**src/hw/ascc_pkg.sv**
```systemverilog
package ascc_pkg;

   // flag word, clock and password widths
   localparam int IN_W   = 14;
   localparam int OUT_W  = 16;
   localparam int PROT_W = 20;
   localparam int RTC_W  = 48;
   localparam int PWD_W  = 32;

   // protection flag bit positions
   localparam int PB_VOLTAGE_BALANCE_COMPARISON_SIDE     = 0;
   localparam int PB_VB_HEALTHY  = 1;
   localparam int PB_VB_FAULT    = 2;
   localparam int PB_GEN_DIFF    = 19;
   // output flag bit of the inoperative alarm contact
   localparam int OB_INOPERATIVE = 0;

   // reset values
   localparam logic [PWD_W-1:0] PWD_DEFAULT = 32'h41414141;
   localparam logic [RTC_W-1:0] RTC_RESET   = 48'h0;

   // command port: one request per cycle
   typedef struct packed {
      logic             port_sel;   // 0 front panel, 1 remote
      logic             pwd_enter;  // present password
      logic             pwd_relock; // re-apply protection
      logic             pwd_change; // store new password (unlocked only)
      logic [PWD_W-1:0] pwd_data;
      logic             alarm_clear;
      logic             gate_write;
      logic             gate_enable;
      logic             ev_clear;   // confirmed clear request
      logic             rtc_write;
      logic [RTC_W-1:0] rtc_data;
   } ascc_cmd_t;

   // event record sent to the event store
   typedef struct packed {
      logic reset_cause; // logged on reset
      logic gate_state;  // 1 enabled, 0 inhibited
   } ascc_evt_t;

   // event-log sequencer states
   typedef enum logic [2:0] {
      EV_BOOT = 3'b001,
      EV_IDLE = 3'b010,
      EV_LOG  = 3'b100
   } ascc_evst_t;

endpackage

```
**src/hw/ascc_top.sv**
```systemverilog
// Functional notes
// - 14-bit input word mirrors energised inputs
// - 16-bit output word, one bit per contact
// - 20-bit protection word, also feeds scheme
// - protection bits ordered, bit19 generator differential
// - bits 1 and 2 complementary once loaded; both 0 from reset until the first enabled edge
// - alarm indication follows front alarm indicator
// - alarm clear resets indication unless a source is active, releases latches
// - gate enabled: scheme drives contacts
// - gate inhibited: manual test only, out-of-service
// - output word shows scheme state always
// - log gate state on reset and change
// - gate writes only while unlocked
// - confirmed unlocked clear erases event store
// - event clear leaves alarm untouched
// - real-time clock readable and settable
// - output bit 0 reads inverted
// - password match unlocks, mismatch locks
`timescale 1ns/1ps
module ascc_top
   import ascc_pkg::*;
(
   // clock, reset, enable
   input  wire logic                         CORE_CLK_I,
   input  wire logic                         RST_N_I,
   input  wire logic                         CLK_EN_I,
   // isolated logic inputs (pins)
   input  wire logic [ascc_pkg::IN_W-1:0]    LOGIC_IN_I,
   // protection function outputs
   input  wire logic [ascc_pkg::PROT_W-1:0]  PROT_FUNC_I,
   // scheme logic and manual test contact states
   input  wire logic [ascc_pkg::OUT_W-1:0]   SCHEME_OUT_I,
   input  wire logic [ascc_pkg::OUT_W-1:0]   TEST_OUT_I,
   input  wire logic [ascc_pkg::OUT_W-1:0]   LATCH_MASK_I,
   input  wire logic                         INOPERATIVE_I,
   // alarm sources
   input  wire logic                         ALARM_ACTIVE_I,
   // command port
   input  wire ascc_pkg::ascc_cmd_t          CMD_I,
   // flag words
   output logic [ascc_pkg::IN_W-1:0]         INPUT_FLAG_O,
   output logic [ascc_pkg::OUT_W-1:0]        OUTPUT_FLAG_O,
   output logic [ascc_pkg::PROT_W-1:0]       PROT_FLAG_O,
   // scheme feed
   output logic [ascc_pkg::IN_W-1:0]         SCHEME_IN_O,
   output logic [ascc_pkg::PROT_W-1:0]       SCHEME_PROT_O,
   // contacts and indicators
   output logic [ascc_pkg::OUT_W-1:0]        CONTACT_O,
   output logic                              OUT_OF_SERVICE_O,
   output logic                              ALARM_PRESENT_O,
   output logic                              GATE_ENABLED_O,
   output logic [1:0]                        UNLOCKED_O,
   // event store
   output logic                              EV_VALID_O,
   output ascc_pkg::ascc_evt_t               EV_DATA_O,
   output logic                              EV_ERASE_O,
   // real-time clock
   output logic [ascc_pkg::RTC_W-1:0]        RTC_O
);
   import ascc_pkg::*;

   // pin synchronisers: first stage read only by second
   logic [IN_W-1:0]   in_s1_r;
   logic [IN_W-1:0]   in_s2_r;
   logic              inop_s1_r;
   logic              inop_s2_r;
   logic              alarm_s1_r;
   logic              alarm_s2_r;

   // state registers
   logic [IN_W-1:0]   in_flag_r;
   logic [OUT_W-1:0]  out_flag_r;
   logic [PROT_W-1:0] prot_flag_r;
   logic [OUT_W-1:0]  contact_r;
   logic [OUT_W-1:0]  latch_r;       // held latched contacts
   logic              alarm_r;
   logic              gate_r;
   logic              oos_r;
   logic [1:0]        unlock_r;      // one lock per access system
   logic [PWD_W-1:0]  pwd_r;
   logic [RTC_W-1:0]  rtc_r;
   logic              ev_valid_r;
   ascc_evt_t         ev_data_r;
   logic              ev_erase_r;
   ascc_evst_t        ev_st_r;

   // next values
   logic [PROT_W-1:0] prot_nxt;
   logic [OUT_W-1:0]  drive_nxt;
   logic [OUT_W-1:0]  latch_nxt;
   logic [OUT_W-1:0]  contact_nxt;
   logic [OUT_W-1:0]  out_flag_nxt;
   logic              alarm_nxt;
   logic              gate_nxt;
   logic [1:0]        unlock_nxt;
   ascc_evst_t        ev_st_nxt;

   // decoded command terms
   wire               port_unlocked;
   wire               gate_ok;
   wire               gate_changes;
   wire               ev_clear_ok;
   wire               pwd_match;
   wire               pwd_change_ok;

   // unlock state of the requesting access system
   function automatic logic unlocked_for(input logic [1:0] st, input logic sel);
      unlocked_for = sel ? st[1] : st[0];
   endfunction

   assign port_unlocked = unlocked_for(unlock_r, CMD_I.port_sel);
   assign pwd_match     = (CMD_I.pwd_data == pwd_r);
   // protected cells refused while locked
   assign gate_ok       = CMD_I.gate_write & port_unlocked;
   assign gate_changes  = gate_ok & (CMD_I.gate_enable != gate_r);
   assign ev_clear_ok   = CMD_I.ev_clear & port_unlocked;
   assign pwd_change_ok = CMD_I.pwd_change & port_unlocked;

   // voltage balance pair forced complementary from the fault bit
   always_comb
   begin
      prot_nxt                = PROT_FUNC_I;
      prot_nxt[PB_VB_HEALTHY] = ~PROT_FUNC_I[PB_VB_FAULT];
   end

   // latched contacts hold until an alarm clear releases them
   assign latch_nxt = CMD_I.alarm_clear ? '0
                    : (latch_r | (SCHEME_OUT_I & LATCH_MASK_I));
   assign drive_nxt = SCHEME_OUT_I | latch_r;

   // gate picks scheme or manual test as the contact source
   always_comb
   begin
      if (gate_r)
      begin
         contact_nxt = drive_nxt;
      end
      else
      begin
         contact_nxt = TEST_OUT_I;
      end
      contact_nxt[OB_INOPERATIVE] = ~inop_s2_r; // energised while healthy
   end

   // flag word shows scheme result, not physical contacts
   always_comb
   begin
      out_flag_nxt                 = drive_nxt;
      out_flag_nxt[OB_INOPERATIVE] = inop_s2_r;
   end

   // alarm indication holds until cleared; an active source beats the clear
   assign alarm_nxt = alarm_s2_r ? 1'b1
                    : (CMD_I.alarm_clear ? 1'b0 : alarm_r);
   assign gate_nxt  = gate_ok ? CMD_I.gate_enable : gate_r;

   // password lock per access system
   always_comb
   begin
      unlock_nxt = unlock_r;
      if (CMD_I.pwd_relock)
      begin
         unlock_nxt[CMD_I.port_sel] = 1'b0;
      end
      else if (CMD_I.pwd_enter)
      begin
         unlock_nxt[CMD_I.port_sel] = pwd_match;
      end
   end

   // event sequencer: one record at boot, one per gate change
   always_comb
   begin
      case (ev_st_r)
         EV_BOOT: ev_st_nxt = EV_IDLE;
         EV_IDLE: ev_st_nxt = gate_changes ? EV_LOG : EV_IDLE;
         EV_LOG:  ev_st_nxt = gate_changes ? EV_LOG : EV_IDLE;
         default: ev_st_nxt = EV_IDLE;
      endcase
   end

   // pin synchronisers
   always_ff @(posedge CORE_CLK_I)
   begin
      if (!RST_N_I)
      begin
         in_s1_r    <= '0;
         in_s2_r    <= '0;
         inop_s1_r  <= 1'b0;
         inop_s2_r  <= 1'b0;
         alarm_s1_r <= 1'b0;
         alarm_s2_r <= 1'b0;
      end
      else if (CLK_EN_I)
      begin
         in_s1_r    <= LOGIC_IN_I;
         in_s2_r    <= in_s1_r;
         inop_s1_r  <= INOPERATIVE_I;
         inop_s2_r  <= inop_s1_r;
         alarm_s1_r <= ALARM_ACTIVE_I;
         alarm_s2_r <= alarm_s1_r;
      end
   end

   // flag snapshots, all words on the same edge
   always_ff @(posedge CORE_CLK_I)
   begin
      if (!RST_N_I)
      begin
         in_flag_r   <= '0;
         out_flag_r  <= '0;
         prot_flag_r <= '0;
      end
      else if (CLK_EN_I)
      begin
         in_flag_r   <= in_s2_r;
         out_flag_r  <= out_flag_nxt;
         prot_flag_r <= prot_nxt;
      end
   end

   // contacts, alarm and gate
   always_ff @(posedge CORE_CLK_I)
   begin
      if (!RST_N_I)
      begin
         contact_r <= '0;
         latch_r   <= '0;
         alarm_r   <= 1'b0;
         gate_r    <= 1'b1;
         oos_r     <= 1'b0;
      end
      else if (CLK_EN_I)
      begin
         contact_r <= contact_nxt;
         latch_r   <= latch_nxt;
         alarm_r   <= alarm_nxt;
         gate_r    <= gate_nxt;
         oos_r     <= ~gate_nxt;
      end
   end

   // password, clock
   always_ff @(posedge CORE_CLK_I)
   begin
      if (!RST_N_I)
      begin
         unlock_r <= '0;
         pwd_r    <= PWD_DEFAULT;
         rtc_r    <= RTC_RESET;
      end
      else if (CLK_EN_I)
      begin
         unlock_r <= unlock_nxt;
         if (pwd_change_ok)
         begin
            pwd_r <= CMD_I.pwd_data;
         end
         // settable value; advancing the clock is left to the timebase
         if (CMD_I.rtc_write)
         begin
            rtc_r <= CMD_I.rtc_data;
         end
      end
   end

   // event outputs
   always_ff @(posedge CORE_CLK_I)
   begin
      if (!RST_N_I)
      begin
         ev_st_r    <= EV_BOOT;
         ev_valid_r <= 1'b0;
         ev_data_r  <= '0;
         ev_erase_r <= 1'b0;
      end
      else if (CLK_EN_I)
      begin
         ev_st_r    <= ev_st_nxt;
         ev_valid_r <= (ev_st_r == EV_BOOT) | gate_changes;
         ev_data_r  <= '{reset_cause: (ev_st_r == EV_BOOT), gate_state: gate_nxt};
         ev_erase_r <= ev_clear_ok;
      end
   end

   // outputs straight from flip-flops
   assign INPUT_FLAG_O     = in_flag_r;
   assign OUTPUT_FLAG_O    = out_flag_r;
   assign PROT_FLAG_O      = prot_flag_r;
   assign SCHEME_IN_O      = in_flag_r;
   assign SCHEME_PROT_O    = prot_flag_r;
   assign CONTACT_O        = contact_r;
   assign OUT_OF_SERVICE_O = oos_r;
   assign ALARM_PRESENT_O  = alarm_r;
   assign GATE_ENABLED_O   = gate_r;
   assign UNLOCKED_O       = unlock_r;
   assign EV_VALID_O       = ev_valid_r;
   assign EV_DATA_O        = ev_data_r;
   assign EV_ERASE_O       = ev_erase_r;
   assign RTC_O            = rtc_r;

endmodule // ascc_top

```
**config.mk**
```make
export PLATFORM = sky130hd
export DESIGN_NAME = ascc_top
export DESIGN_NICKNAME = d
export VERILOG_FILES = /design/src/hw/ascc_pkg.sv /design/src/hw/ascc_top.sv
export SDC_FILE = /design/constraint.sdc
export NUM_CORES = 1
export LEC_CHECK = 0
export BUFFER_PORTS_ARGS = -buffer_cell sky130_fd_sc_hd__buf_2
export CAP_MARGIN = 20
export CORE_ASPECT_RATIO = 0.5
export CORE_UTILIZATION = 43
export DETAILED_ROUTE_END_ITERATION = 10
export PLACE_DENSITY_LB_ADDON = 0.1
export SLEW_MARGIN = 10
export SYNTH_ARGS = -nofsm -noshare
export SYNTH_HDL_FRONTEND = slang
export SYNTH_SLANG_ARGS = --single-unit
```
**constraint.sdc**
```tcl
create_clock -name CORE_CLK_I -period 1.3 [get_ports CORE_CLK_I]
set_clock_uncertainty 0.05 [all_clocks]
set_input_delay 0.13 -clock CORE_CLK_I [delete_from_list [all_inputs] [get_ports CORE_CLK_I]]
set_output_delay 0.13 -clock CORE_CLK_I [all_outputs]
set_load 0.01 [all_outputs]
```
After elaboration in Yosys (flattened, before gate mapping) --
Cells that the tools add are included.
Storage, ports and cells: register bits after elaboration 206, latch bits 0, bits in writable memories 0, ROM bits 0, input bits 176, output and inout port bits 157, word-level logic and storage cells 63, memories kept 0
Cells by class: add/sub/neg operators 0, $mul 0, div/mod/pow operators 0, $lt $le $gt $ge 2, eq/ne operators 5, shifts and indexed selects 0, mux-type cells 13, bitwise logic cells 13, reductions and logical operators 8
Operators by type and width (count):
- $eq 32x32->1 | 1
- $mux 16 | 2
- $or 16x16->16 | 2
- $and 16x16->16 | 1
- $reduce_and 2->1 | 4
- $mux 3 | 2
- $mux 1 | 5
- $and 1x1->1 | 4
- $mux 2 | 2
- $reduce_bool 2->1 | 2
- $eq 3x1->1 const B | 1
- $eq 3x2->1 const B | 1
- $eq 3x3->1 const B | 1
- $not 1->1 | 3
- $and 2x2->2 | 1
- $bwmux 2 | 1
- $lt 1x2->1 const B | 1
- $not 2->2 | 1
- $reduce_or 2->1 | 1
- $demux 1 s1 | 1
- $ge 1x1->1 const B | 1
- $logic_and 1x1->1 | 1
- $ne 1x1->1 | 1
- $or 1x1->1 | 1

Logic depth before layout (Yosys ltp) --
depth in word-level cells 7, mapped depth 6, gate-level depth less buffers 5

Worst setup path before layout --
Ideal clock, no wire load.
kind register to register, start register unlock_r[0], in the netlist UNLOCKED_O[0], end register pwd_r[0], setup time 136 ps, arrival 1188 ps, required time 1114 ps, setup slack -74 ps, cell stages (with the launch flop) 7, path buffers 2, clock period less this slack 1374 ps, cell sequence dfxtp_1 -> mux2_4 -> and3_1 -> buf_6 -> buf_6 -> nand2_1 -> nand3_1
On the way: cells in the longest elaborated chain, start to end 3
Ends and longest elaborated chain:
- from (decl) | RTL line ascc_top.sv:79 | logic [1:0] unlock_r;
- from (signal assigned) | RTL line ascc_top.sv:254 | unlock_r <= unlock_nxt;
- $mux 1 | RTL line ascc_top.sv:108 | unlocked_for = sel ? st[1] : st[0];
- $and 1x1->1 | RTL line ascc_top.sv:117 | assign pwd_change_ok = CMD_I.pwd_change & port_unlocked;
- $reduce_and 2->1 (no line)
- to (signal assigned) | RTL line ascc_top.sv:257 | pwd_r <= CMD_I.pwd_data;
- to (decl) | RTL line ascc_top.sv:80 | logic [PWD_W-1:0] pwd_r;
Every way passes these cells. A chain may end at the register's enable or synchronous reset.

Final worst setup path --
start register pwd_r[3], end register unlock_r[1], in the netlist UNLOCKED_O[1]
On the way: cells in the longest elaborated chain, start to end 4
Ends and longest elaborated chain:
- $eq 32x32->1 | RTL line ascc_top.sv:112 | assign pwd_match = (CMD_I.pwd_data == pwd_r);
- $bwmux 2 | RTL line ascc_top.sv:167 | unlock_nxt[CMD_I.port_sel] = pwd_match;
- $mux 2 | RTL line ascc_top.sv:165 | else if (CMD_I.pwd_enter)
- $mux 2 | RTL line ascc_top.sv:161 | if (CMD_I.pwd_relock)
Every way passes these cells. The select of a mux whose other input is x is not followed.

==> results.txt <==
The power per unit of standard cell area came out at 1130 nW/um2. The via-per-instance ratio came out at 4.92. The maximum number of pins on one net before global-route repair is 62. The die outline area came out at 19,000 um2. The number of library cell types mapped by synthesis came out at 32. The number of nets in the synthesized netlist came out at 1,076. The kind of start point of the critical path is a flop.

The level count of the clock H-tree came out at 1. The number of detailed-route iterations in the first pass is 4. For the pin with the worst max-slew slack, the measured transition is 368 ps. The overall power of the completed layout is 0.0141 W. The worst-skew pair later-pin latency is 480 ps. The critical path's largest stage delay is 330 ps.

Tracing the worst setup path back leads to its startpoint at pwd_r[3]. The detailed-placement wirelength estimate came out at 15.1 mm. The combined area of all synthesized cells came out at 7930 um2. Input and output buffers added on the ports amount to 328.

The leakage power is 5.79 nW. Dividing the final minimum period by the clock period gives 117%. The worst slew margin relative to its limit came out at 75.3%. The y dimension of the die came out at 98.0 um. The startpoint identified for the worst register-to-register timing path is pwd_r[3]. The first-pass GRT wire length came out at 38.5 mm. The hold violation count in the final report is 0. The highest net fanout along the worst path is 2. The floorplan step set the die width to 194 um. Compared with the post-synthesis result, the final layout area differs by 58.0%.

The CTS clock-pin slew for the worst setup and hold paths is 70 ps. The run finished, with violations left. The post-synthesis cell count is 900. After the last flow step, the layout net total stands at 1,534. The count of nets left with antenna violations once routing finished came out at 0. In the final layout, the share of cells above drive strength 1 is 33.9%. The total global routing track utilization came out at 24.7%.

The achievable frequency is 656 MHz. The initial core utilization is 44.8%. The final RePlAce weighted congestion came out at 0.770. The final reports fail on negative setup slack. The standard-cell row count came out at 34. For this run, the number of Yosys warnings is 0. Across the VDD grid, the largest voltage drop is 0.931 mV.

The required time at the endpoint of the critical path came out at 1630 ps. The via count of the first global-routing pass is 7,791. The worst slack on hold paths is 20.0 ps. The path class of the tightest hold or removal check is in2reg.

The kind of cell with the highest combined delay on the critical path is simple AND/OR/NAND/NOR gates. Summing the sequential cell areas from Yosys gives 51.8% of the chip area. The number of endpoints failing setup at the final stage came out at 27. The routed length per placed instance is 15.7 um. The total wirelength of the detailed-routed design came out at 25.3 mm.

The worst setup path is captured at a flop. The signal on the critical path passes through xor2_2 -> nor4_4 -> buf_4 -> nand4_1 -> o31ai_1. The initial antenna violation count is 2. The total area inside the core boundary comes to 17,700 um2.

Counting flops and latches in the post-synthesis netlist gives 205. The worst hold path begins at SCHEME_OUT_I[5]. The clock passes through at most 3 buffers. The critical path buffer and inverter count came out at 1. The vias after detailed routing came out at 7,889. TritonCTS built the clock tree. The register-to-register path setup slack came out at -220 ps. The arrival time at the worst endpoint is 1850 ps. Setup repair after global routing could not meet its margin everywhere. After the first detailed-routing iteration, the DRC count stood at 275. The clock drives 205 sinks.

The reported max-cap violation count came out at 0. Counting I/O delays and the setup requirement, the final critical path takes 1520 ps. For this run the aggregate overflow at the end of global routing stands at 0. The buffer cell driving the clock tree root is clkbuf_16. The number of clock buffers inserted by TritonCTS is 19. The I/O pin count is 333. Across all setup checks in the final design, the least slack found is -224 ps. For this run, design rule violations remaining after detail routing come to 0. The max-slew violation count came out at 0. The post-synthesis average cell area is 8.81 um2.

The cell type of the slowest stage on the worst timing path is dfxtp_2. The critical path is of the reg2reg type.
-- worst register-to-register path, delay by kind of cell (launching register included) --
family | cells | cell delay (ps)
and+or+nand+nor | 2 | 450
buffers and inverters | 1 | 160
DFF | 1 | 330
AOI/OAI and AO/OA | 1 | 280
xor gates and xnor gates | 1 | 160
-- Yosys cell counts --
master	number	area share, %
a21oi_1	93	5.9
buf_1	9	0.43
nor3_1	1	0.063
xor2_1	29	3.2
nand2_1	167	7.9
o31ai_1	3	0.28
o211a_1	1	0.13
nand2b_1	2	0.16
nand3_1	11	0.69
xnor2_1	4	0.44
mux2_4	1	0.19
o211ai_1	2	0.19
buf_2	25	1.6
nor2_1	145	6.9
mux2i_1	85	11
and2_1	1	0.079
nand4_1	3	0.24
o21ai_0	4	0.25
nor4_1	8	0.63
o21ai_1	1	0.063
buf_6	4	0.57
a211oi_1	15	1.4
buf_4	34	3.2
nand3_2	1	0.13
inv_1	4	0.19
a21boi_0	1	0.095
and3_1	1	0.079
a22oi_1	1	0.095
dfxtp_1	205	52
a31oi_1	16	1.3
clkbuf_1	22	1.0
nand4b_1	1	0.11
-- state kept, by name, indices dropped and copies added, names as in the netlist, 15 cells and up --
signal         cells
CONTACT_O         16
OUTPUT_FLAG_O     16
PROT_FLAG_O       20
RTC_O             48
latch_r           15
pwd_r             32
-- metal layers --
layer  up-vias  track usage, %  routed length (um)
li1       3873               -                   -
met1      3697            29.4               10700
met2       262            44.1               12300
met3        55            6.22                1640
met4         2            7.69                 640
met5         -               0                  13
-- kinds of logic (layout without fill, tap and decap cells) --
group                     after synthesis  count (layout)  share of synthesized area (%)
xor gates and xnor gates               33              33                           3.65
DFF                                   205             205                           51.8
buffers and inverters                  98             564                           7.03
muxes                                  86              87                           10.9
other                                   0               1                              0
AOI/OAI and AO/OA                     137             137                           9.66
and+or+nand+nor                       341             344                           17.0
-- final cells by class --
class	instances	area, um2
fill	1363	5180
clock buffer	25	528
sequential	205	4110
tap	234	293
antenna	1	2.50
inverter	4	17.5
multi-input combinational	601	3660
clock inverter	8	73.8
timing repair buffer	527	3830
-- cell usage in the layout, fill, tap and decap left out, types with 2 or more instances in the layout --
master,synthesis,layout
clkinv_2,0,4
nand2_4,0,21
nand2_1,167,139
buf_2,25,325
and3_4,0,2
a21oi_2,0,25
o31ai_1,3,2
dfxtp_2,0,5
nand2b_1,2,2
dlygate4sd3_1,0,173
nor2_1,145,144
o211ai_1,2,2
o21ai_0,4,4
and3_2,0,2
buf_6,4,4
inv_1,4,3
a31oi_1,16,13
xor2_2,0,2
buf_4,34,8
a31oi_2,0,3
dfxtp_1,205,199
xor2_1,29,27
a211oi_1,15,15
nor4_1,8,7
nand3_1,11,7
clkbuf_8,0,3
buf_12,0,11
buf_16,0,2
mux2i_1,85,84
nand2_2,0,7
clkbuf_16,0,22
nand3_2,1,4
nand4_1,3,3
clkinvlp_4,0,2
clkbuf_1,22,3
a21oi_1,93,68
xnor2_1,4,4
-- stage by stage --
step / area (um2) / util, % / setup WS (ps) / cells / TNS, ps
2_1_floorplan: 7940 / - / -27.3 / 900 / -479
3_3_place_gp: 9660 / 54.6 / -311 / 1389 / -615
3_5_place_dp: 9660 / 54.6 / -354 / 1389 / -727
4_1_cts: 12000 / 67.9 / -286 / 1597 / -543
5_1_grt: 12500 / 70.7 / -277 / 1604 / -2470
6_report: 12500 / 70.8 / -224 / 1605 / -1120
-- final timing paths --
kind / cells past startpoint / to
worst min-delay path: 3 / OUTPUT_FLAG_O[5]
worst max-delay path: 5 / UNLOCKED_O[1]
worst max register to register: 5 / UNLOCKED_O[1]
worst min register to register: 2 / RTC_O[19]
-- where the power goes --
group | internal (W) | switching (W)
combinational | 0.00103 | 0.000928
clock | 0.00308 | 0.00237
sequential | 0.00654 | 0.000146
total | 0.0106 | 0.00345
-- repair_timing --
action | 4_1_cts | 5_1_grt
setup endpoints to repair | 18 | 38
hold buffers | 174 | 0
endpoints found under the hold margin | 161 | 0
pin swaps | 3 | 53
setup buffers | 0 | 2
gates cloned | 1 | 7
gates resized for setup | 4 | 97
Power figures use the tool's default switching activity.
